[src/logic/swrsl_defs.svh]
// Constants of the single-wire selection layer: command codes, timing figures, alarm map.
// Assumes a 125 MHz core clock; times are in nanoseconds.
`ifndef SWRSL_DEFS_SVH
`define SWRSL_DEFS_SVH

`define SWRSL_CLK_NS 8
`define SWRSL_CMD_READ 8'h33
`define SWRSL_CMD_MATCH 8'h55
`define SWRSL_CMD_SEARCH 8'hf0
`define SWRSL_CMD_CSEARCH 8'hec
`define SWRSL_CMD_SKIP 8'hcc
`define SWRSL_CMD_RESUME 8'ha5
`define SWRSL_CMD_ODSKIP 8'h3c
`define SWRSL_CMD_ODMATCH 8'h69
`define SWRSL_ALARM_OFFSET 16'h0214
`define SWRSL_ALARM_BROWNOUT_BIT 0
`define SWRSL_ALARM_FLAGS 5
// Standard speed timing.
`define SWRSL_STD_RESET_NS 480000
`define SWRSL_STD_PDH_NS 15000
`define SWRSL_STD_PDL_NS 60000
`define SWRSL_STD_SAMPLE_NS 30000
`define SWRSL_STD_HOLD_NS 30000
// Overdrive timing.
`define SWRSL_OD_RESET_NS 48000
`define SWRSL_OD_PDH_NS 2000
`define SWRSL_OD_PDL_NS 8000
`define SWRSL_OD_SAMPLE_NS 3000
`define SWRSL_OD_HOLD_NS 3000
// Low longer than this returns to standard speed.
`define SWRSL_OD_EXIT_NS 690000
`define SWRSL_CYC(ns) (((ns) + `SWRSL_CLK_NS - 1) / `SWRSL_CLK_NS)

`endif

[src/logic/swrsl_pkg.sv]
// Types shared by the single-wire selection layer.
// Assumes swrsl_defs.svh is available on the include path.
package swrsl_pkg;

  typedef enum logic [3:0] {
    SWRSL_IDLE = 4'b0000,
    SWRSL_PRES_WAIT = 4'b0001,
    SWRSL_PRES_LOW = 4'b0010,
    SWRSL_CMD = 4'b0011,
    SWRSL_TX = 4'b0100,
    SWRSL_RXMATCH = 4'b0101,
    SWRSL_SRCH = 4'b0110,
    SWRSL_FUNC = 4'b0111,
    SWRSL_DEAD = 4'b1000
  } swrsl_state_e;

  typedef struct packed {
    logic valid;
    logic [7:0] data;
  } swrsl_byte_s;

  typedef struct packed {
    logic slotStart;
    logic bitValue;
    logic resetSeen;
    logic longReset;
  } swrsl_slot_s;

endpackage : swrsl_pkg

[src/logic/swrsl_fifo.sv]
// Small flip-flop FIFO carrying received function-command bytes.
// Assumes one clock and a synchronous active-low reset.
`timescale 1ns/1ps
module swrsl_fifo #(
  parameter int WIDTH = 8,
  parameter int DEPTH = 4
) (
  // Clock and reset.
  input wire logic clock,
  input wire logic rst_n,
  // Fill side.
  input wire logic inValid,
  input wire logic [WIDTH-1:0] inData,
  output logic inReady,
  // Drain side.
  output logic outValid,
  output logic [WIDTH-1:0] outData,
  input wire logic outReady
);
  localparam int AW = $clog2(DEPTH);
  logic [WIDTH-1:0] mem_q [DEPTH];
  logic [AW-1:0] wr_q, wr_d, rd_q, rd_d;
  logic [AW:0] cnt_q, cnt_d;
  logic push, pop;

  always_comb begin
    push = inValid && (cnt_q != (AW+1)'(DEPTH));
    pop = outReady && (cnt_q != '0);
    wr_d = push ? ((wr_q == AW'(DEPTH - 1)) ? '0 : wr_q + 1'b1) : wr_q;
    rd_d = pop ? ((rd_q == AW'(DEPTH - 1)) ? '0 : rd_q + 1'b1) : rd_q;
    cnt_d = cnt_q + {{AW{1'b0}}, push} - {{AW{1'b0}}, pop};
  end

  always_ff @(posedge clock) begin
    if (!rst_n) begin
      wr_q <= '0;
      rd_q <= '0;
      cnt_q <= '0;
    end else begin
      wr_q <= wr_d;
      rd_q <= rd_d;
      cnt_q <= cnt_d;
    end
    if (push) begin
      mem_q[wr_q] <= inData;
    end
  end

  assign inReady = (cnt_q != (AW+1)'(DEPTH));
  assign outValid = (cnt_q != '0);
  assign outData = mem_q[rd_q];
endmodule : swrsl_fifo

[src/logic/swrsl_slot.sv]
// Line front end: synchronises the wire, times low pulses, reports slots and resets.
// Assumes the wire level is an asynchronous pin input.
`timescale 1ns/1ps
`include "swrsl_defs.svh"
module swrsl_slot (
  // Clock and reset.
  input wire logic clock,
  input wire logic rst_n,
  // Line and speed.
  input wire logic lineIn,
  input wire logic fastSpeed,
  // Decoded events.
  output swrsl_pkg::swrsl_slot_s ev,
  output logic lineHigh
);
  import swrsl_pkg::*;
  localparam int CW = 20;
  localparam logic [CW-1:0] STD_RST = CW'(`SWRSL_CYC(`SWRSL_STD_RESET_NS));
  localparam logic [CW-1:0] OD_RST = CW'(`SWRSL_CYC(`SWRSL_OD_RESET_NS));
  localparam logic [CW-1:0] OD_EXIT = CW'(`SWRSL_CYC(`SWRSL_OD_EXIT_NS));
  localparam logic [CW-1:0] STD_SMP = CW'(`SWRSL_CYC(`SWRSL_STD_SAMPLE_NS));
  localparam logic [CW-1:0] OD_SMP = CW'(`SWRSL_CYC(`SWRSL_OD_SAMPLE_NS));

  logic s1_q, s2_q, s3_q;
  logic [CW-1:0] low_q, low_d;
  swrsl_slot_s ev_d;
  logic [CW-1:0] smp;

  always_comb begin
    smp = fastSpeed ? OD_SMP : STD_SMP;
    low_d = s2_q ? '0 : ((low_q == '1) ? low_q : low_q + 1'b1);
    ev_d = '0;
    ev_d.slotStart = !s2_q && s3_q;
    // The written bit is sampled at a fixed point after the fall.
    if (!s2_q && low_q == smp) begin
      ev_d.bitValue = 1'b0;
    end
    if (s2_q && !s3_q) begin
      ev_d.bitValue = (low_q < smp);
      ev_d.resetSeen = low_q >= (fastSpeed ? OD_RST : STD_RST);
      ev_d.longReset = low_q >= OD_EXIT;
    end
  end

  always_ff @(posedge clock) begin
    if (!rst_n) begin
      s1_q <= 1'b1;
      s2_q <= 1'b1;
      s3_q <= 1'b1;
      low_q <= '0;
      ev <= '0;
    end else begin
      s1_q <= lineIn;
      s2_q <= s1_q;
      s3_q <= s2_q;
      low_q <= low_d;
      ev <= ev_d;
    end
  end

  assign lineHigh = s3_q;
endmodule : swrsl_slot

[src/logic/swrsl_core.sv]
// Single-wire selection layer: presence, selection commands, resume and speed flags.
// Assumes an external pull-up on the line and a 125 MHz clock.
//
// Summary of operation
// - Reset pulse answered by presence pulse.
// - Exactly eight-bit selection command after presence.
// - Read command shifts out 64-bit identity.
// - Match compares 64 bits, else idle.
// - Search: true, complement, master bit, drop out.
// - Conditional search only when alarm flag set.
// - Brownout always counts, others when enabled.
// - Completed search selects like a match.
// - Skip goes straight to function handling.
// - Resume selects only while resume flag set.
// - Resume flag set by match/search/overdrive-match.
// - Other device selected clears resume flag.
// - Overdrive skip sets fast flag, selects.
// - Reset of 690us clears fast flag.
// - Short overdrive reset keeps fast flag.
// - Overdrive match sets fast flag on the command byte, before the compare.
// - Standard timing unless fast flag set.
// - Presence after wait, held presence-low time.
// - Falling edge starts internal slot timing.
`timescale 1ns/1ps
`include "swrsl_defs.svh"
module swrsl_core #(
  parameter logic [63:0] REG_ID = 64'h5a00_0000_0000_0141,  // Arbitrary value.
  parameter int FIFO_DEPTH = 4
) (
  // Clock and reset.
  input wire logic clock,
  input wire logic rst_n,
  // Open-drain line, enable low while pulling low.
  input wire logic lineIn,
  output logic lineOut,
  output logic lineOe_n,
  // Alarm status location and its enables.
  input wire logic [7:0] alarm_flag_register,
  input wire logic [4:0] alarmEnable,
  // Function command bytes toward the memory layer.
  output swrsl_pkg::swrsl_byte_s funcByte,
  input wire logic funcReady,
  // Status.
  output logic fastSpeedFlag,
  output logic resumeSelectFlag,
  output logic selected
);
  import swrsl_pkg::*;

  // ----------------------------------------------------------------------
  // Timing.
  // ----------------------------------------------------------------------
  localparam int CW = 16;
  localparam logic [CW-1:0] STD_PDH = CW'(`SWRSL_CYC(`SWRSL_STD_PDH_NS));
  localparam logic [CW-1:0] STD_PDL = CW'(`SWRSL_CYC(`SWRSL_STD_PDL_NS));
  localparam logic [CW-1:0] OD_PDH = CW'(`SWRSL_CYC(`SWRSL_OD_PDH_NS));
  localparam logic [CW-1:0] OD_PDL = CW'(`SWRSL_CYC(`SWRSL_OD_PDL_NS));
  localparam logic [CW-1:0] STD_HOLD = CW'(`SWRSL_CYC(`SWRSL_STD_HOLD_NS));
  localparam logic [CW-1:0] OD_HOLD = CW'(`SWRSL_CYC(`SWRSL_OD_HOLD_NS));

  function automatic logic alarmQualifies(input logic [7:0] flags, input logic [4:0] en);
    logic [4:0] gate;
    gate = en;
    gate[`SWRSL_ALARM_BROWNOUT_BIT] = 1'b1;
    return |(flags[`SWRSL_ALARM_FLAGS-1:0] & gate);
  endfunction : alarmQualifies

  // ----------------------------------------------------------------------
  // Front end.
  // ----------------------------------------------------------------------
  swrsl_slot_s ev;
  logic lineHigh;
  logic slotEnd, slotBit, slotReset, slotLong;
  logic endSeen_q;

  swrsl_slot u_slot (
    .clock(clock),
    .rst_n(rst_n),
    .lineIn(lineIn),
    .fastSpeed(fastSpeedFlag),
    .ev(ev),
    .lineHigh(lineHigh)
  );

  // ----------------------------------------------------------------------
  // Byte path to the function layer.
  // ----------------------------------------------------------------------
  logic fifoInValid, fifoInReady, fifoOutValid;
  logic funcOutReady;
  logic [7:0] sh_q, sh_d;
  logic [7:0] fifoOutData;

  swrsl_fifo #(
    .WIDTH(8),
    .DEPTH(FIFO_DEPTH)
  ) u_fifo (
    .clock(clock),
    .rst_n(rst_n),
    .inValid(fifoInValid),
    .inData(sh_q),
    .inReady(fifoInReady),
    .outValid(fifoOutValid),
    .outData(fifoOutData),
    .outReady(funcOutReady)
  );

  // ----------------------------------------------------------------------
  // Selection state machine.
  // ----------------------------------------------------------------------
  swrsl_state_e st_q, st_d;
  logic [CW-1:0] tmr_q, tmr_d;
  logic [6:0] bit_q, bit_d;
  logic [1:0] phase_q, phase_d;
  logic od_q, od_d, rc_q, rc_d, drive_q, drive_d;
  logic [CW-1:0] holdCnt_q, holdCnt_d;
  logic sel_q, sel_d;
  swrsl_byte_s fb_q, fb_d;
  logic curBit;

  always_comb begin
    st_d = st_q;
    tmr_d = tmr_q;
    sh_d = sh_q;
    bit_d = bit_q;
    phase_d = phase_q;
    od_d = od_q;
    rc_d = rc_q;
    sel_d = sel_q;
    fifoInValid = 1'b0;
    curBit = REG_ID[bit_q[5:0]];
    holdCnt_d = (holdCnt_q != '0) ? holdCnt_q - 1'b1 : '0;
    drive_d = (holdCnt_q > 16'h0001);
    // Stall the drain only when the consumer is not ready.
    funcOutReady = !fb_q.valid || funcReady;
    fb_d = fb_q;
    if (funcReady) begin
      fb_d.valid = 1'b0;
    end
    if (funcOutReady && fifoOutValid) begin
      fb_d.valid = 1'b1;
      fb_d.data = fifoOutData;
    end
    // The falling edge starts the slot timer; a zero read holds the line.
    if (ev.slotStart && (st_q == SWRSL_TX || (st_q == SWRSL_SRCH && phase_q != 2'd2))) begin
      if (st_q == SWRSL_TX ? !curBit : (phase_q == 2'd0 ? !curBit : curBit)) begin
        holdCnt_d = od_q ? OD_HOLD : STD_HOLD;
        drive_d = 1'b1;
      end
    end
    case (st_q)
      SWRSL_PRES_WAIT: begin
        if (lineHigh) begin
          tmr_d = tmr_q + 1'b1;
          if (tmr_q >= (od_q ? OD_PDH : STD_PDH)) begin
            st_d = SWRSL_PRES_LOW;
            tmr_d = '0;
          end
        end
      end
      SWRSL_PRES_LOW: begin
        tmr_d = tmr_q + 1'b1;
        drive_d = (tmr_q < (od_q ? OD_PDL : STD_PDL));
        // Linger until our own release has passed the synchroniser, so it is not a slot.
        if (tmr_q >= (od_q ? OD_PDL : STD_PDL) + 16'h0010) begin
          st_d = SWRSL_CMD;
          bit_d = '0;
        end
      end
      SWRSL_CMD: begin
        if (ev.resetSeen == 1'b0 && ev.slotStart == 1'b0 && lineHigh && bit_q == 7'd8) begin
          bit_d = '0;
          phase_d = '0;
          case (sh_q)
            `SWRSL_CMD_READ: st_d = SWRSL_TX;
            `SWRSL_CMD_MATCH, `SWRSL_CMD_ODMATCH: st_d = SWRSL_RXMATCH;
            `SWRSL_CMD_SEARCH: st_d = SWRSL_SRCH;
            `SWRSL_CMD_CSEARCH: begin
              st_d = alarmQualifies(alarm_flag_register, alarmEnable) ? SWRSL_SRCH
                     : SWRSL_DEAD;
            end
            `SWRSL_CMD_SKIP: st_d = SWRSL_FUNC;
            `SWRSL_CMD_RESUME: st_d = rc_q ? SWRSL_FUNC : SWRSL_DEAD;
            `SWRSL_CMD_ODSKIP: begin
              od_d = 1'b1;
              st_d = SWRSL_FUNC;
            end
            default: st_d = SWRSL_DEAD;
          endcase
          if (sh_q == `SWRSL_CMD_ODMATCH) begin
            od_d = 1'b1;
          end
          if (sh_q != `SWRSL_CMD_RESUME && sh_q != `SWRSL_CMD_READ) begin
            rc_d = 1'b0;
          end
          sel_d = (st_d == SWRSL_FUNC);
        end else if (ev.bitValue || (ev.slotStart == 1'b0 && ev.resetSeen == 1'b0
                     && !lineHigh && 1'b0)) begin
          sh_d = sh_q;
        end
      end
      SWRSL_RXMATCH, SWRSL_SRCH: begin
        if (lineHigh && !ev.slotStart && bit_q == 7'd64) begin
          st_d = SWRSL_FUNC;
          sel_d = 1'b1;
          rc_d = 1'b1;
          bit_d = '0;
        end
      end
      SWRSL_FUNC: begin
        if (bit_q == 7'd8 && fifoInReady) begin
          fifoInValid = 1'b1;
          bit_d = '0;
        end
      end
      default: begin
      end
    endcase
    // Received bits are shifted least significant first on the rising edge.
    if (!ev.slotStart && ev.resetSeen == 1'b0 && (ev.bitValue || (lineHigh && 1'b0))) begin
      sh_d = sh_q;
    end
    if (st_q != SWRSL_PRES_WAIT && st_q != SWRSL_PRES_LOW && slotEnd) begin
      case (st_q)
        SWRSL_CMD, SWRSL_FUNC: begin
          if (bit_q != 7'd8) begin
            sh_d = {slotBit, sh_q[7:1]};
            bit_d = bit_q + 1'b1;
          end
        end
        SWRSL_RXMATCH: begin
          if (slotBit != curBit) begin
            st_d = SWRSL_DEAD;
          end
          bit_d = bit_q + 1'b1;
        end
        SWRSL_TX: begin
          bit_d = bit_q + 1'b1;
          if (bit_q == 7'd63) begin
            st_d = SWRSL_FUNC;
            bit_d = '0;
          end
        end
        SWRSL_SRCH: begin
          // Two read slots, then the slot carrying the master's chosen bit.
          phase_d = phase_q + 1'b1;
          if (phase_q == 2'd2) begin
            phase_d = '0;
            bit_d = bit_q + 1'b1;
            if (slotBit != curBit) begin
              st_d = SWRSL_DEAD;
            end
          end
        end
        default: begin
        end
      endcase
    end
    // A reset ends any sequence; only a long one leaves overdrive.
    if (slotEnd && slotReset) begin
      st_d = SWRSL_PRES_WAIT;
      tmr_d = '0;
      bit_d = '0;
      phase_d = '0;
      sel_d = 1'b0;
      holdCnt_d = '0;
      drive_d = 1'b0;
      if (slotLong) begin
        od_d = 1'b0;
      end
    end
  end

  // A slot ends on the rise of the synchronised line; the rise events arrive in that cycle.
  assign slotEnd = lineHigh && !endSeen_q;
  assign slotBit = ev.bitValue;
  assign slotReset = ev.resetSeen;
  assign slotLong = ev.longReset;

  always_ff @(posedge clock) begin
    if (!rst_n) begin
      endSeen_q <= 1'b1;
    end else begin
      endSeen_q <= lineHigh;
    end
  end

  always_ff @(posedge clock) begin
    if (!rst_n) begin
      st_q <= SWRSL_IDLE;
      tmr_q <= '0;
      sh_q <= '0;
      bit_q <= '0;
      phase_q <= '0;
      od_q <= 1'b0;
      rc_q <= 1'b0;
      sel_q <= 1'b0;
      drive_q <= 1'b0;
      holdCnt_q <= '0;
      fb_q <= '0;
    end else begin
      st_q <= st_d;
      tmr_q <= tmr_d;
      sh_q <= sh_d;
      bit_q <= bit_d;
      phase_q <= phase_d;
      od_q <= od_d;
      rc_q <= rc_d;
      sel_q <= sel_d;
      drive_q <= drive_d;
      holdCnt_q <= holdCnt_d;
      fb_q <= fb_d;
    end
  end

  assign lineOut = 1'b0;
  assign lineOe_n = !drive_q;
  assign fastSpeedFlag = od_q;
  assign resumeSelectFlag = rc_q;
  assign selected = sel_q;
  assign funcByte = fb_q;
endmodule : swrsl_core

[config.mk]
export PLATFORM = sky130hd
export DESIGN_NAME = swrsl_core
export DESIGN_NICKNAME = d
export VERILOG_FILES = /design/src/logic/swrsl_pkg.sv /design/src/logic/swrsl_fifo.sv /design/src/logic/swrsl_slot.sv /design/src/logic/swrsl_core.sv
export VERILOG_INCLUDE_DIRS = /design/src /design/src/logic
export SDC_FILE = /design/constraint.sdc
export NUM_CORES = 1
export LEC_CHECK = 0
export ABC_AREA = 1
export BUFFER_PORTS_ARGS = -buffer_cell sky130_fd_sc_hd__buf_2
export CAP_MARGIN = 30
export CORE_AREA = 2 2 120 122
export DETAILED_ROUTE_END_ITERATION = 8
export DIE_AREA = 0 0 122 124
export GPL_ROUTABILITY_DRIVEN = 0
export PLACE_DENSITY = 0.81
export SYNTH_ARGS = -nofsm -noshare
export SYNTH_HDL_FRONTEND = slang
export SYNTH_SLANG_ARGS = --single-unit
[constraint.sdc]
create_clock -name clock -period 4.9 [get_ports clock]
set_input_delay 0.49 -clock clock [delete_from_list [all_inputs] [get_ports clock]]
set_output_delay 0.49 -clock clock [all_outputs]
set_load 0.05 [all_outputs]
; ---- Word-level counts from Yosys, hierarchy flattened
; Memory sizes are Yosys's and may differ from the RTL's. A register that Yosys moved wholly into a read port is not among the register bits.
; Cells that the tools add are included.
[word_totals]
output_inout_bits = 14
mem_bits_rw = 32
romBits = 64
ff_bits = 101
word_cells = 200
in_bits = 17
memories = 2
[classes]
muxes = 72
n_reduce_logical = 44
bitwise = 4
addsub = 10
eq_ne = 35
n_lt_le_gt_ge = 8
[memory_table]
columns = memory, depth, word_bits, rd, rd_ports_with_merged_regs, write_ports, line
row1 = (name not given), 64, 1, 1, 1, 0, swrsl_core.sv:130  ; curBit = REG_ID[bit_q[5:0]];
row2 = u_fifo.mem_q, 4, 8, 1, 1, 1, swrsl_fifo.sv:21  ; logic [WIDTH-1:0] mem_q [DEPTH];
[op_table]
columns = operator, count
row1 = $mux 16, 6
row2 = $mux 7, 8
row3 = $pmux 7 s4, 2
row4 = $mux 4, 13
row5 = $eq 8x8->1 const B, 4
row6 = $pmux 16 s2, 1
row7 = $mux 12, 2
row8 = $pmux 4 s6, 1
row9 = $mux 1, 22
row10 = $add 20x1->20 const B, 1
row11 = $eq 20x20->1 const B, 1
row12 = $eq 4x3->1 const B, 5
row13 = $ge 20x17->1 const B, 1
row14 = $ge 20x20->1, 1
row15 = $lt 20x20->1, 1
row16 = $mux 2, 9
row17 = $logic_and 1x1->1, 17
row18 = $add 16x1->16 const B, 1
row19 = $eq 8x6->1 const B, 2
row20 = $eq 8x7->1 const B, 2
row21 = $ge 16x11->1, 1
row22 = $ge 16x14->1, 1
row23 = $gt 16x1->1 const B, 1
row24 = $lt 16x16->1, 1
row25 = 42 further kinds, 69

; ---- Logic depth before layout (Yosys ltp)
; Gate-level depths: netlist (run 1).
[depth]
ltp_word = 13
depth_mapped = 16

; ---- Cells and area by module
; From an unflattened synthesis (run 1), not the netlist that was laid out.
[unflattened]
cells_unflattened = 1021
area_unflattened_um2 = 7583.5
[modules_own_cells]
columns = module, cells_each, area_per_inst_um2, n_inst, seq_area_each_um2
row1 = swrsl_core, 608, 4068.9, 1, 1361.3
row2 = swrsl_slot, 274, 1818.0, 1, 540.5
row3 = swrsl_fifo, 139, 1696.6, 1, 1141.1

; ---- Worst setup path after synthesis (run 1)
; Ideal clock, no wire load.
[synth_timing]
path_type = register to register
start = register od_q, in the netlist fastSpeedFlag
end = register tmr_q[14]
n_path_buf = 1
arrival_ns = 2.731
path_stages_with_launch = 10
required_ns = 4.782
setup_slack_ns = 2.051
cell_sequence = dfxtp_1 -> inv_1 -> ha_1 -> nor4_1 -> nand3_1 -> nand3_1 -> nand3_1 -> nand2_1 -> buf_2 -> nor2_1
[synth_via]
elab_chain_len = 5
[synth_rtl]
columns = element, line
row1 = from (decl), swrsl_core.sv:114  ; logic od_q, od_d, rc_q, rc_d, drive_q, drive_d;
row2 = from (signal assigned), swrsl_core.sv:294  ; od_q <= 1'b0;
row3 = from (signal assigned), swrsl_core.sv:306  ; od_q <= od_d;
row4 = $mux 11, swrsl_core.sv:154  ; if (tmr_q >= (od_q ? OD_PDH : STD_PDH)) begin
row5 = $ge 16x11->1, swrsl_core.sv:154
row6 = $mux 16, swrsl_core.sv:154
row7 = $mux 16, swrsl_core.sv:152  ; if (lineHigh) begin
row8 = $pmux 16 s2, swrsl_core.sv:150  ; case (st_q)
row9 = to (signal assigned), swrsl_core.sv:302  ; tmr_q <= tmr_d;
row10 = to (decl), swrsl_core.sv:111  ; logic [CW-1:0] tmr_q, tmr_d;
; Every way passes these cells. The select of a mux whose other input is x is not followed.
; A chain may end at the register's enable or synchronous reset.

; ---- Final worst setup path (run 1)
[layout_timing]
start = register od_q, in the netlist fastSpeedFlag
end = register tmr_q[7]
; Same word-level chain as after synthesis.

==> results.txt, run 1 <==
async set-reset flop share out of synthesis: 0
period utilisation layout: 0.641
full die area: 15100 um2
CTS root buf: sky130_fd_sc_hd__clkbuf_16
initial antenna violation count: 0
minimum setup slack among reg-to-reg paths: 1.76 ns
HPWL reported at the end of detailed placement: 10800 um
synthesized area per cell: 7.70 um2
via/cell ratio: 5.43
distinct cell type count after synthesis: 52
nature of the critical path endpoint: flip-flop
Remaining DRCs: 0
H-tree lvl count: 4
TritonRoute pass-1 iters: 5
Peak Freq: 319 MHz
area delta synth->final: 11.8%
number of gates resized after cts: 0
top-level I/O count: 31
critical path class: flip-flop to flip-flop
endpoints failing hold: 0
accumulated negative setup slack: 0 ns
logic depth of the worst register-to-register path: 8
overall routed net length: 15500 um
Pwr Density: 359 nW/um2
grt total ovfl: 0
min Tclk post-route: 3.14 ns
Worst Hold Path EP: u_slot.s1_q$_SDFF_PN1_
net count of the mapped netlist: 1019
number of maximum-capacitance violations: 0
Std-Cell Core Area: 13700 um2
first-pass GRT wire length: 26700 um
sort of element at the start of the critical path: flip-flop
RR Endpoint: tmr_q[7]$_SDFFE_PP0P_
status: complete, no violations
post-CTS clock slew at the launch and capture registers of the worst setup and hold paths: 0.06 ns
TritonCTS clock tree: yes
Hold Path Class: input port to flip-flop
worst setup path startpoint: fastSpeedFlag$_SDFF_PN0_
maximum number of pins on one net before global-route repair: 27
overall routing resource usage: 0.222
# clock sinks: 136
flip-flop and latch count after synthesis: 136
Cells after Synth: 961
Yosys warning total: 0
count of routing violations after the opening detailed-route iteration: 510
transition time at the pin with the least slew margin: 0.826 ns
Slowest cell on crit path: sky130_fd_sc_hd__dfxtp_1
fraction of layout cells with a size suffix above 1: 0.114
setup repair after global routing missed its margin: false
startpoint of the worst hold path: lineIn
worst slew margin relative to its limit: 0.447
Chip Width: 122 um
final worst clock skew: 0.0104 ns
required time worst endpoint: 5.19 ns
total vias in the final route: 6414
most used flip-flop cell after synthesis: sky130_fd_sc_hd__dfxtp_1
startpoint of the worst-slack reg-to-reg timing path: fastSpeedFlag$_SDFF_PN0_
number of buffers added to fix hold violations after cts: 0
count of final setup violators: 0
Seq/Total Area, Yosys: 0.411
Worst VDD drop: 0.000250 V
detailed-route wire length per cell: 13.1 um
worst hold-check slack: 0.248 ns
Post-Synthesis Cell Area: 7400 um2
Data arrival, critical path: 3.43 ns
area of the multi-input gates: 3760 um2
end-of-flow core utilization: 0.603
Setup Fix Bufs, Post-CTS: 0
Reg area: 3040 um2
Critical Path Fanout Max: 17
pins over their slew limit: 0
Antenna Nets Post-Route: 0
Std-Cell Rows: 43
critical path, cell by cell: inv_1 > ha_1 > nor4_1 > nand3_1 > nand3_1 > nand3_1 > nand2_1 > nor3b_1
buffers from clock root to sink, at most: 2
clock buffer count from CTS: 17
Port Buffers: 25
Die H: 124 um
Layout Nets: 1047
Clock Latency Late Sink: 0.43 ns
Diodes inserted: 0
Starting Density: 0.539
Crit path top cell by count: sky130_fd_sc_hd__nand3_1
delay of the slowest cell on the worst path: 0.78 ns
count of flip-flops with a built-in enable after synthesis: 32
number of global-route vias before repair: 6080
hold path depth: 2
total leakage power: 3.50 nW
number of filler instances in the final layout: 1175
## worst max path at each step
stage	to	slack (ns)	cells after the start
global route	tmr_q[14]$_SDFFE_PP0P_	1.36	8
finish	tmr_q[7]$_SDFFE_PP0P_	1.76	8
global placement	tmr_q[7]$_SDFFE_PP0P_	1.77	8
detailed placement	tmr_q[9]$_SDFFE_PP0P_	1.77	8
floorplan	tmr_q[14]$_SDFFE_PP0P_	2.05	9
CTS	tmr_q[9]$_SDFFE_PP0P_	1.74	8
## cells in the mapped netlist, drive strengths merged, types with 6 or more instances
library cell	number	area share
a211oi	7	0.0071
a21oi	54	0.039
a31oi	18	0.015
buf	6	0.0056
clkbuf	11	0.0056
dfxtp	104	0.28
edfxtp	32	0.13
ha	40	0.068
inv	135	0.068
nand2	147	0.079
nand3	63	0.050
nand4	23	0.019
nor2	140	0.077
nor3	39	0.030
nor4	9	0.010
o21ai	75	0.051
or2	6	0.0051
xnor2	7	0.0083
xor2	18	0.021
## cell type report
cell class / count / share of cell area
Clock inverter: 12 / 0.0174
Clock buffer: 20 / 0.0552
Inverter: 137 / 0.0621
Timing Repair Buffer: 26 / 0.0160
Multi-Input combinational cell: 671 / 0.454
Tap cell: 180 / 0.0272
Sequential cell: 136 / 0.368
## cell families (layout without fill, tap and decap cells)
family,after synthesis,count (layout),share of synthesized area
AO/OA/AOI/OAI,169,169,0.129
XOR/XNOR,25,25,0.0296
adder cells (fa/ha/maj),41,41,0.0703
buffers and inverters,154,195,0.0806
flip-flops,136,136,0.411
other,1,1,0.000507
AND/OR/NAND/NOR,435,435,0.279
## flip-flops by register name (all words and copies together) (netlist names), 2 cells and up, named ones only
| register | count |
|---|---|
| bit_q | 7 |
| funcByte | 9 |
| holdCnt_q | 16 |
| phase_q | 2 |
| sh_q | 8 |
| st_q | 4 |
| tmr_q | 16 |
| u_fifo.cnt_q | 3 |
| u_fifo.mem_q | 32 |
| u_fifo.rd_q | 2 |
| u_fifo.wr_q | 2 |
| u_slot.ev | 4 |
| u_slot.low_q | 20 |
## worst max-delay path, delay by kind of cell (launching register included)
kind                     cells  cell delay, ns
AND/OR/NAND/NOR              6            1.32
buffers and inverters        1            0.45
adder cells (fa/ha/maj)      1            0.45
flip-flops                   1            0.78
## metal layers
metal	vias up	global-route usage	share of wire
met2	187	0.364	0.46
met1	2896	0.279	0.46
met3	41	0.0435	0.048
met5	-	0	0
li1	3290	-	-
met4	0	0.111	0.029
## power breakdown
| group | internal, mW | switching (mW) |
|---|---|---|
| sequential | 1.21 | 0.0626 |
| clock | 0.784 | 0.505 |
| combinational | 0.117 | 0.295 |
## per-stage QoR
| stage | cell area [um2] | cells | power, mW | setup slack, ns |
|---|---|---|---|---|
| floorplan | 7400 | 961 | 1.60 | 2.05 |
| global placement | 7680 | 1150 | 1.69 | 1.77 |
| detailed placement | 7680 | 1150 | 1.70 | 1.77 |
| CTS | 8280 | 1182 | 2.99 | 1.74 |
| global route | 8280 | 1182 | 3.09 | 1.36 |
| finish | 8280 | 1182 | 2.97 | 1.76 |
## placed cells by master (no fill, tap or decap), types with 17 or more instances in the layout
master | Yosys | layout
sky130_fd_sc_hd__inv_1 | 121 | 121
sky130_fd_sc_hd__buf_2 | 3 | 25
sky130_fd_sc_hd__edfxtp_1 | 32 | 32
sky130_fd_sc_hd__a31oi_1 | 18 | 18
sky130_fd_sc_hd__a21oi_1 | 51 | 51
sky130_fd_sc_hd__dfxtp_1 | 104 | 104
sky130_fd_sc_hd__ha_1 | 40 | 40
sky130_fd_sc_hd__o21ai_0 | 61 | 61
sky130_fd_sc_hd__nand2_1 | 137 | 137
sky130_fd_sc_hd__nor2_1 | 129 | 129
sky130_fd_sc_hd__nand3_1 | 57 | 57
sky130_fd_sc_hd__nor3_1 | 36 | 36
sky130_fd_sc_hd__nand4_1 | 23 | 23
sky130_fd_sc_hd__xor2_1 | 18 | 18
sky130_fd_sc_hd__clkbuf_16 | 0 | 17
Note: power is estimated with default switching activity, not from simulation.
==> inputs of run 2 (changes only) <==
PLACE_DENSITY = 0.84   (was 0.81)
clock period = 2.6 ns   (was 4.9 ns; I/O delays follow)
==> results.txt, run 2 (synthesized netlist as in run 1, its figures left out) <==
Worst VDD drop: 0.000402 V (+61%)
count of final setup violators: 0 (unchanged)
maximum number of pins on one net before global-route repair: 22 (-19%)
number of buffers added to fix hold violations after cts: 0 (unchanged)
delay of the slowest cell on the worst path: 0.42 ns (-0.36 ns)
grt total ovfl: 0 (unchanged)
registers with the most flip-flops: u_fifo.mem_q: 32 flops, u_slot.low_q: 20 flops
pins over their slew limit: 0 (unchanged)
final worst clock skew: 0.00803 ns (-0.00239 ns)
max FFs per register: 32 (unchanged)
number of global-route vias before repair: 5962 (-1.9%)
total leakage power: 3.59 nW (+2.3%)
Slowest cell on crit path: sky130_fd_sc_hd__dfxtp_2
Remaining DRCs: 0 (unchanged)
pre-CTS WS: 0.235 ns (-1.53 ns)
clock buffer count from CTS: 17 (unchanged)
register name with the most flops: u_fifo.mem_q
worst hold-check slack: 0.0129 ns (-0.235 ns)
first-pass GRT wire length: 26700 um (-0.23%)
Layout Nets: 1059 (+1.1%)
area of the multi-input gates: 3760 um2 (about the same)
count of routing violations after the opening detailed-route iteration: 433 (-15%)
fraction of layout cells with a size suffix above 1: 0.126 (+0.0125)
# clock sinks: 136 (unchanged)
Std-Cell Rows: 43 (unchanged)
top-level I/O count: 31 (unchanged)
TritonRoute pass-1 iters: 5 (unchanged)
Hold Path Class: input port to flip-flop
required time worst endpoint: 2.96 ns (-2.23 ns)
detailed-route wire length per cell: 12.9 um (-1.4%)
Chip Width: 122 um (unchanged)
period utilisation layout: 0.877 (+0.237)
transition time at the pin with the least slew margin: 0.726 ns (-0.0999 ns)
Reg area: 3040 um2 (about the same)
TritonCTS clock tree: yes
Peak Freq: 438 MHz (+38%)
number of filler instances in the final layout: 1163 (-1.0%)
Port Buffers: 25 (unchanged)
overall routed net length: 15500 um (-0.39%)
Data arrival, critical path: 2.64 ns (-0.79 ns)
Pwr Density: 680 nW/um2 (+90%)
Diodes inserted: 0 (unchanged)
status: complete, no violations
H-tree lvl count: 4 (unchanged)
Critical Path Fanout Max: 8 (-9)
number of maximum-capacitance violations: 0 (unchanged)
Std-Cell Core Area: 13700 um2 (unchanged)
CTS root buf: sky130_fd_sc_hd__clkbuf_16
total vias in the final route: 6404 (-0.16%)
Crit path top cell by count: sky130_fd_sc_hd__nand2_1
sort of element at the start of the critical path: flip-flop
most used cells in the layout excluding fill and tap cells: sky130_fd_sc_hd__nand2_1 (136), sky130_fd_sc_hd__nor2_1 (129), sky130_fd_sc_hd__inv_1 (121)
min Tclk post-route: 2.28 ns (-0.858 ns)
accumulated negative setup slack: 0 ns (unchanged)
worst slew margin relative to its limit: 0.514 (+0.0669)
initial antenna violation count: 0 (unchanged)
via/cell ratio: 5.36 (-1.2%)
nature of the critical path endpoint: flip-flop
setup repair after global routing missed its margin: false
HPWL reported at the end of detailed placement: 11000 um (+1.9%)
Die H: 124 um (unchanged)
buffers from clock root to sink, at most: 2 (unchanged)
critical path class: flip-flop to flip-flop
Clock Latency Late Sink: 0.43 ns (about the same)
Antenna Nets Post-Route: 0 (unchanged)
Final WS setup: 0.319 ns (-1.44 ns)
critical path, cell by cell: inv_1 > ha_1 > nand2_1 > o21ai_0 > inv_1 > nand2_1 > nand3_1 > nand2_1 > nand2_2 > nand2_1 > nand2_1 > o21ai_0 > nand2_1 > nand2_1
full die area: 15100 um2 (unchanged)
post-CTS clock slew at the launch and capture registers of the worst setup and hold paths: 0.06 ns (about the same)
Setup Fix Bufs, Post-CTS: 0 (unchanged)
leading cell type in the layout, fill and taps excluded: sky130_fd_sc_hd__nand2_1
area delta synth->final: 13.5%
endpoints failing hold: 0 (unchanged)
Starting Density: 0.539 (unchanged)
overall routing resource usage: 0.220 (-0.00179)
run 2: final timing paths:
check,slack [ns],endpoint,depth (start not counted),start
max reg2reg,0.32,curBit$_DFF_P_,14,fastSpeedFlag$_SDFF_PN0_
min reg2reg,0.42,u_slot.s2_q$_SDFF_PN1_,1,u_slot.s1_q$_SDFF_PN1_
max,0.32,curBit$_DFF_P_,14,fastSpeedFlag$_SDFF_PN0_
min,0.01,u_slot.s1_q$_SDFF_PN1_,2,lineIn
run 2: timing repair:
action                     in CTS  in global routing
hold endpoints to repair        0                  0
resized for setup               0                  1
setup endpoints to repair       0                 13
run 2: stage by stage:
| step | util | power, mW | instances | cell area (um2) |
|---|---|---|---|---|
| finish | 0.612 | 5.72 | 1194 | 8400 |
| global route | 0.612 | 5.94 | 1194 | 8400 |
| CTS | 0.612 | 5.75 | 1194 | 8400 |
| detailed placement | 0.566 | 3.22 | 1162 | 7770 |
| global placement | 0.566 | 3.20 | 1162 | 7770 |
| floorplan | - | 3.02 | 961 | 7400 |
run 2: area by class of cell:
class / count / area share
Timing Repair Buffer: 38 / 0.0265
Clock inverter: 12 / 0.0183
Sequential cell: 136 / 0.362
Clock buffer: 20 / 0.0570
Multi-Input combinational cell: 671 / 0.448
Inverter: 137 / 0.0612
Tap cell: 180 / 0.0268
run 2: power by group:
group | internal, mW | switching [mW]
logic | 0.234 | 0.591
clock network | 1.56 | 0.983
registers | 2.27 | 0.0791
total | 4.06 | 1.65
run 2: worst max-delay path: cells and delay by family (launching register included):
kind / cells / cell delay, ns
fa+ha+maj: 1 / 0.36
flops: 1 / 0.42
compound gates: 2 / 0.36
buf+inv: 2 / 0.26
simple gates: 9 / 0.82
run 2: routing by layer:
layer,vias to the layer above,routed length (um),global-route usage
li1,3299,-,-
met2,118,7460,0.370
met1,2960,7100,0.277
met5,-,0,0
met4,0,344,0.0941
met3,27,551,0.0426
==> inputs of run 3 (changes only) <==
MAX_ROUTING_LAYER = met4   (was default)
==> results.txt, run 3 (synthesized netlist as in run 1, its figures left out) <==
Diodes inserted: 0 (unchanged)
via/cell ratio: 5.39 (+0.41%)
count of routing violations after the opening detailed-route iteration: 437 (+0.92%)
most crowded layer after global routing: met2
Cell Area, Placed: 7770 um2 (unchanged)
worst slew margin relative to its limit: 0.516 (+0.00186)
period utilisation layout: 0.876 (-0.00173)
Die H: 124 um (unchanged)
switching share of power: 0.289 (about the same)
internal power contribution: 4.06 mW (about the same)
first-pass GRT wire length: 26700 um (unchanged)
Hold Path Class: input port to flip-flop
TritonRoute pass-1 iters: 5 (unchanged)
pins over their slew limit: 0 (unchanged)
total vias in the final route: 6430 (+0.41%)
registers with the most flip-flops: u_fifo.mem_q: 32 flops, u_slot.low_q: 20 flops
post-CTS clock slew at the launch and capture registers of the worst setup and hold paths: 0.06 ns (about the same)
endpoints failing hold: 0 (unchanged)
area delta synth->final: 13.5% (unchanged)
accumulated negative setup slack: 0 ns (unchanged)
Setup Fix Bufs, Post-CTS: 0 (unchanged)
Antenna Nets Post-Route: 0 (unchanged)
number of buffer and inverter instances along the worst setup path: 2 (unchanged)
GR met2 Demand/Resource: 0.370 (unchanged)
Clock Latency Late Sink: 0.43 ns (about the same)
total leakage power: 3.59 nW (unchanged)
combinational cell fraction of total power: 0.144 (about the same)
Slowest cell on crit path: sky130_fd_sc_hd__dfxtp_2
register name with the most flops: u_fifo.mem_q
Std-Cell Core Area: 13700 um2 (unchanged)
switching pwr: 1.65 mW (about the same)
critical path class: flip-flop to flip-flop
# clock sinks: 136 (unchanged)
buffers from clock root to sink, at most: 2 (unchanged)
HPWL reported at the end of detailed placement: 11000 um (unchanged)
Data arrival, critical path: 2.64 ns (about the same)
overall routing resource usage: 0.226 (+0.00640)
count of final setup violators: 0 (unchanged)
transition time at the pin with the least slew margin: 0.723 ns (-0.00277 ns)
TritonCTS clock tree: yes
most used cells in the layout excluding fill and tap cells: sky130_fd_sc_hd__nand2_1 (136), sky130_fd_sc_hd__nor2_1 (129), sky130_fd_sc_hd__inv_1 (121)
sequential fraction of design power: 0.411 (about the same)
met3 layer usage reported by global route: 0.0426 (unchanged)
Chip Width: 122 um (unchanged)
Critical Path Fanout Max: 8 (unchanged)
overall routed net length: 15500 um (about the same)
required time worst endpoint: 2.96 ns (about the same)
dominant delay contributor by cell family on the critical path: simple AND/OR/NAND/NOR gates
part of the power in the clock network: 0.445 (about the same)
maximum number of pins on one net before global-route repair: 22 (unchanged)
final design area excluding fillers: 8400 um2 (unchanged)
Pwr Density: 680 nW/um2 (about the same)
fraction of layout cells with a size suffix above 1: 0.126 (unchanged)
nature of the critical path endpoint: flip-flop
Remaining DRCs: 0 (unchanged)
delay of the slowest cell on the worst path: 0.42 ns (about the same)
leading cell type in the layout, fill and taps excluded: sky130_fd_sc_hd__nand2_1
initial antenna violation count: 0 (unchanged)
top-level I/O count: 31 (unchanged)
setup repair after global routing missed its margin: false
max FFs per register: 32 (unchanged)
final worst clock skew: 0.00941 ns (+0.00139 ns)
H-tree lvl count: 4 (unchanged)
min Tclk post-route: 2.28 ns (-0.00450 ns)
full die area: 15100 um2 (unchanged)
status: complete, no violations
number of filler instances in the final layout: 1163 (unchanged)
grt total ovfl: 0 (unchanged)
Final Power: 5.72 mW (about the same)
Crit path top cell by count: sky130_fd_sc_hd__nand2_1
Std-Cell Rows: 43 (unchanged)
Worst VDD drop: 0.000404 V (+0.27%)
routing usage on met1: 0.277 (unchanged)
detailed-route wire length per cell: 13.0 um (about the same)
Layout Nets: 1059 (unchanged)
critical path, cell by cell: inv_1 > ha_1 > nand2_1 > o21ai_0 > inv_1 > nand2_1 > nand3_1 > nand2_1 > nand2_2 > nand2_1 > nand2_1 > o21ai_0 > nand2_1 > nand2_1
Starting Density: 0.539 (unchanged)
CTS root buf: sky130_fd_sc_hd__clkbuf_16
Peak Freq: 439 MHz (+0.20%)
sort of element at the start of the critical path: flip-flop
number of maximum-capacitance violations: 0 (unchanged)
Port Buffers: 25 (unchanged)
number of global-route vias before repair: 5963 (+0.017%)
clock buffer count from CTS: 17 (unchanged)
==> run 3: cell counts in the layout (fill, tap and decap cells not counted) <==
No cell type changed its count.
==> run 3: final cells by class <==
cell class                 count  area, um2  share of cell area
inverter                     137        514              0.0612
sequential                   136       3040               0.362
clock inverter                12        154              0.0183
clock buffer                  20        479              0.0570
tap                          180        225              0.0268
timing repair buffer          38        223              0.0265
multi-input combinational    671       3760               0.448
==> run 3: metal layers <==
| metal | up-vias | part of all wire |
|---|---|---|
| met3 | 28 | 0.040 |
| li1 | 3301 | - |
| met2 | 141 | 0.48 |
| met4 | 0 | 0.022 |
| met1 | 2960 | 0.45 |
| met5 | - | 0 |
==> run 3: path summary, 6_finish.rpt <==
kind | from | end | slack (ns) | cells past startpoint
setup / recovery | fastSpeedFlag$_SDFF_PN0_ | curBit$_DFF_P_ | 0.32 | 14
hold / removal | lineIn | u_slot.s1_q$_SDFF_PN1_ | 0.01 | 2
setup reg to reg | fastSpeedFlag$_SDFF_PN0_ | curBit$_DFF_P_ | 0.32 | 14
hold reg to reg | u_slot.s1_q$_SDFF_PN1_ | u_slot.s2_q$_SDFF_PN1_ | 0.42 | 1
==> run 3: what timing repair did <==
item                                    in CTS  in global routing
endpoints found under the setup margin       0                 13
resized for setup                            0                  1
hold buffers                                 0                  0
==> run 3: per-stage QoR <==
stage	worst slack, ns	cells	util	hold slack (ns)
final	0.323	1194	0.612	0.0127
after global routing	0.0715	1194	0.612	0.0257
after CTS	0.190	1194	0.612	0.00364
after detailed placement	0.235	1162	0.566	0.409
after global placement	0.290	1162	0.566	0.400
after floorplan	0.149	961	-	0.367
==> run 3: power by group through the flow <==
stage	combinational, mW	sequential [mW]	clock (mW)
final	0.825	2.35	2.54
after global routing	0.912	2.37	2.66
after CTS	0.834	2.35	2.57
after detailed placement	0.824	2.40	0
after global placement	0.808	2.39	0
after floorplan	0.427	2.59	0
==> run 3: worst register-to-register path, cell delays in order, from the launching register on <==
cell and delay (ns):
sky130_fd_sc_hd__dfxtp_2 0.42, sky130_fd_sc_hd__inv_1 0.19, sky130_fd_sc_hd__ha_1 0.36, sky130_fd_sc_hd__nand2_1 0.07
sky130_fd_sc_hd__o21ai_0 0.15, sky130_fd_sc_hd__inv_1 0.08, sky130_fd_sc_hd__nand2_1 0.06, sky130_fd_sc_hd__nand3_1 0.08
sky130_fd_sc_hd__nand2_1 0.12, sky130_fd_sc_hd__nand2_2 0.12, sky130_fd_sc_hd__nand2_1 0.12, sky130_fd_sc_hd__nand2_1 0.08
sky130_fd_sc_hd__o21ai_0 0.21, sky130_fd_sc_hd__nand2_1 0.08, sky130_fd_sc_hd__nand2_1 0.08
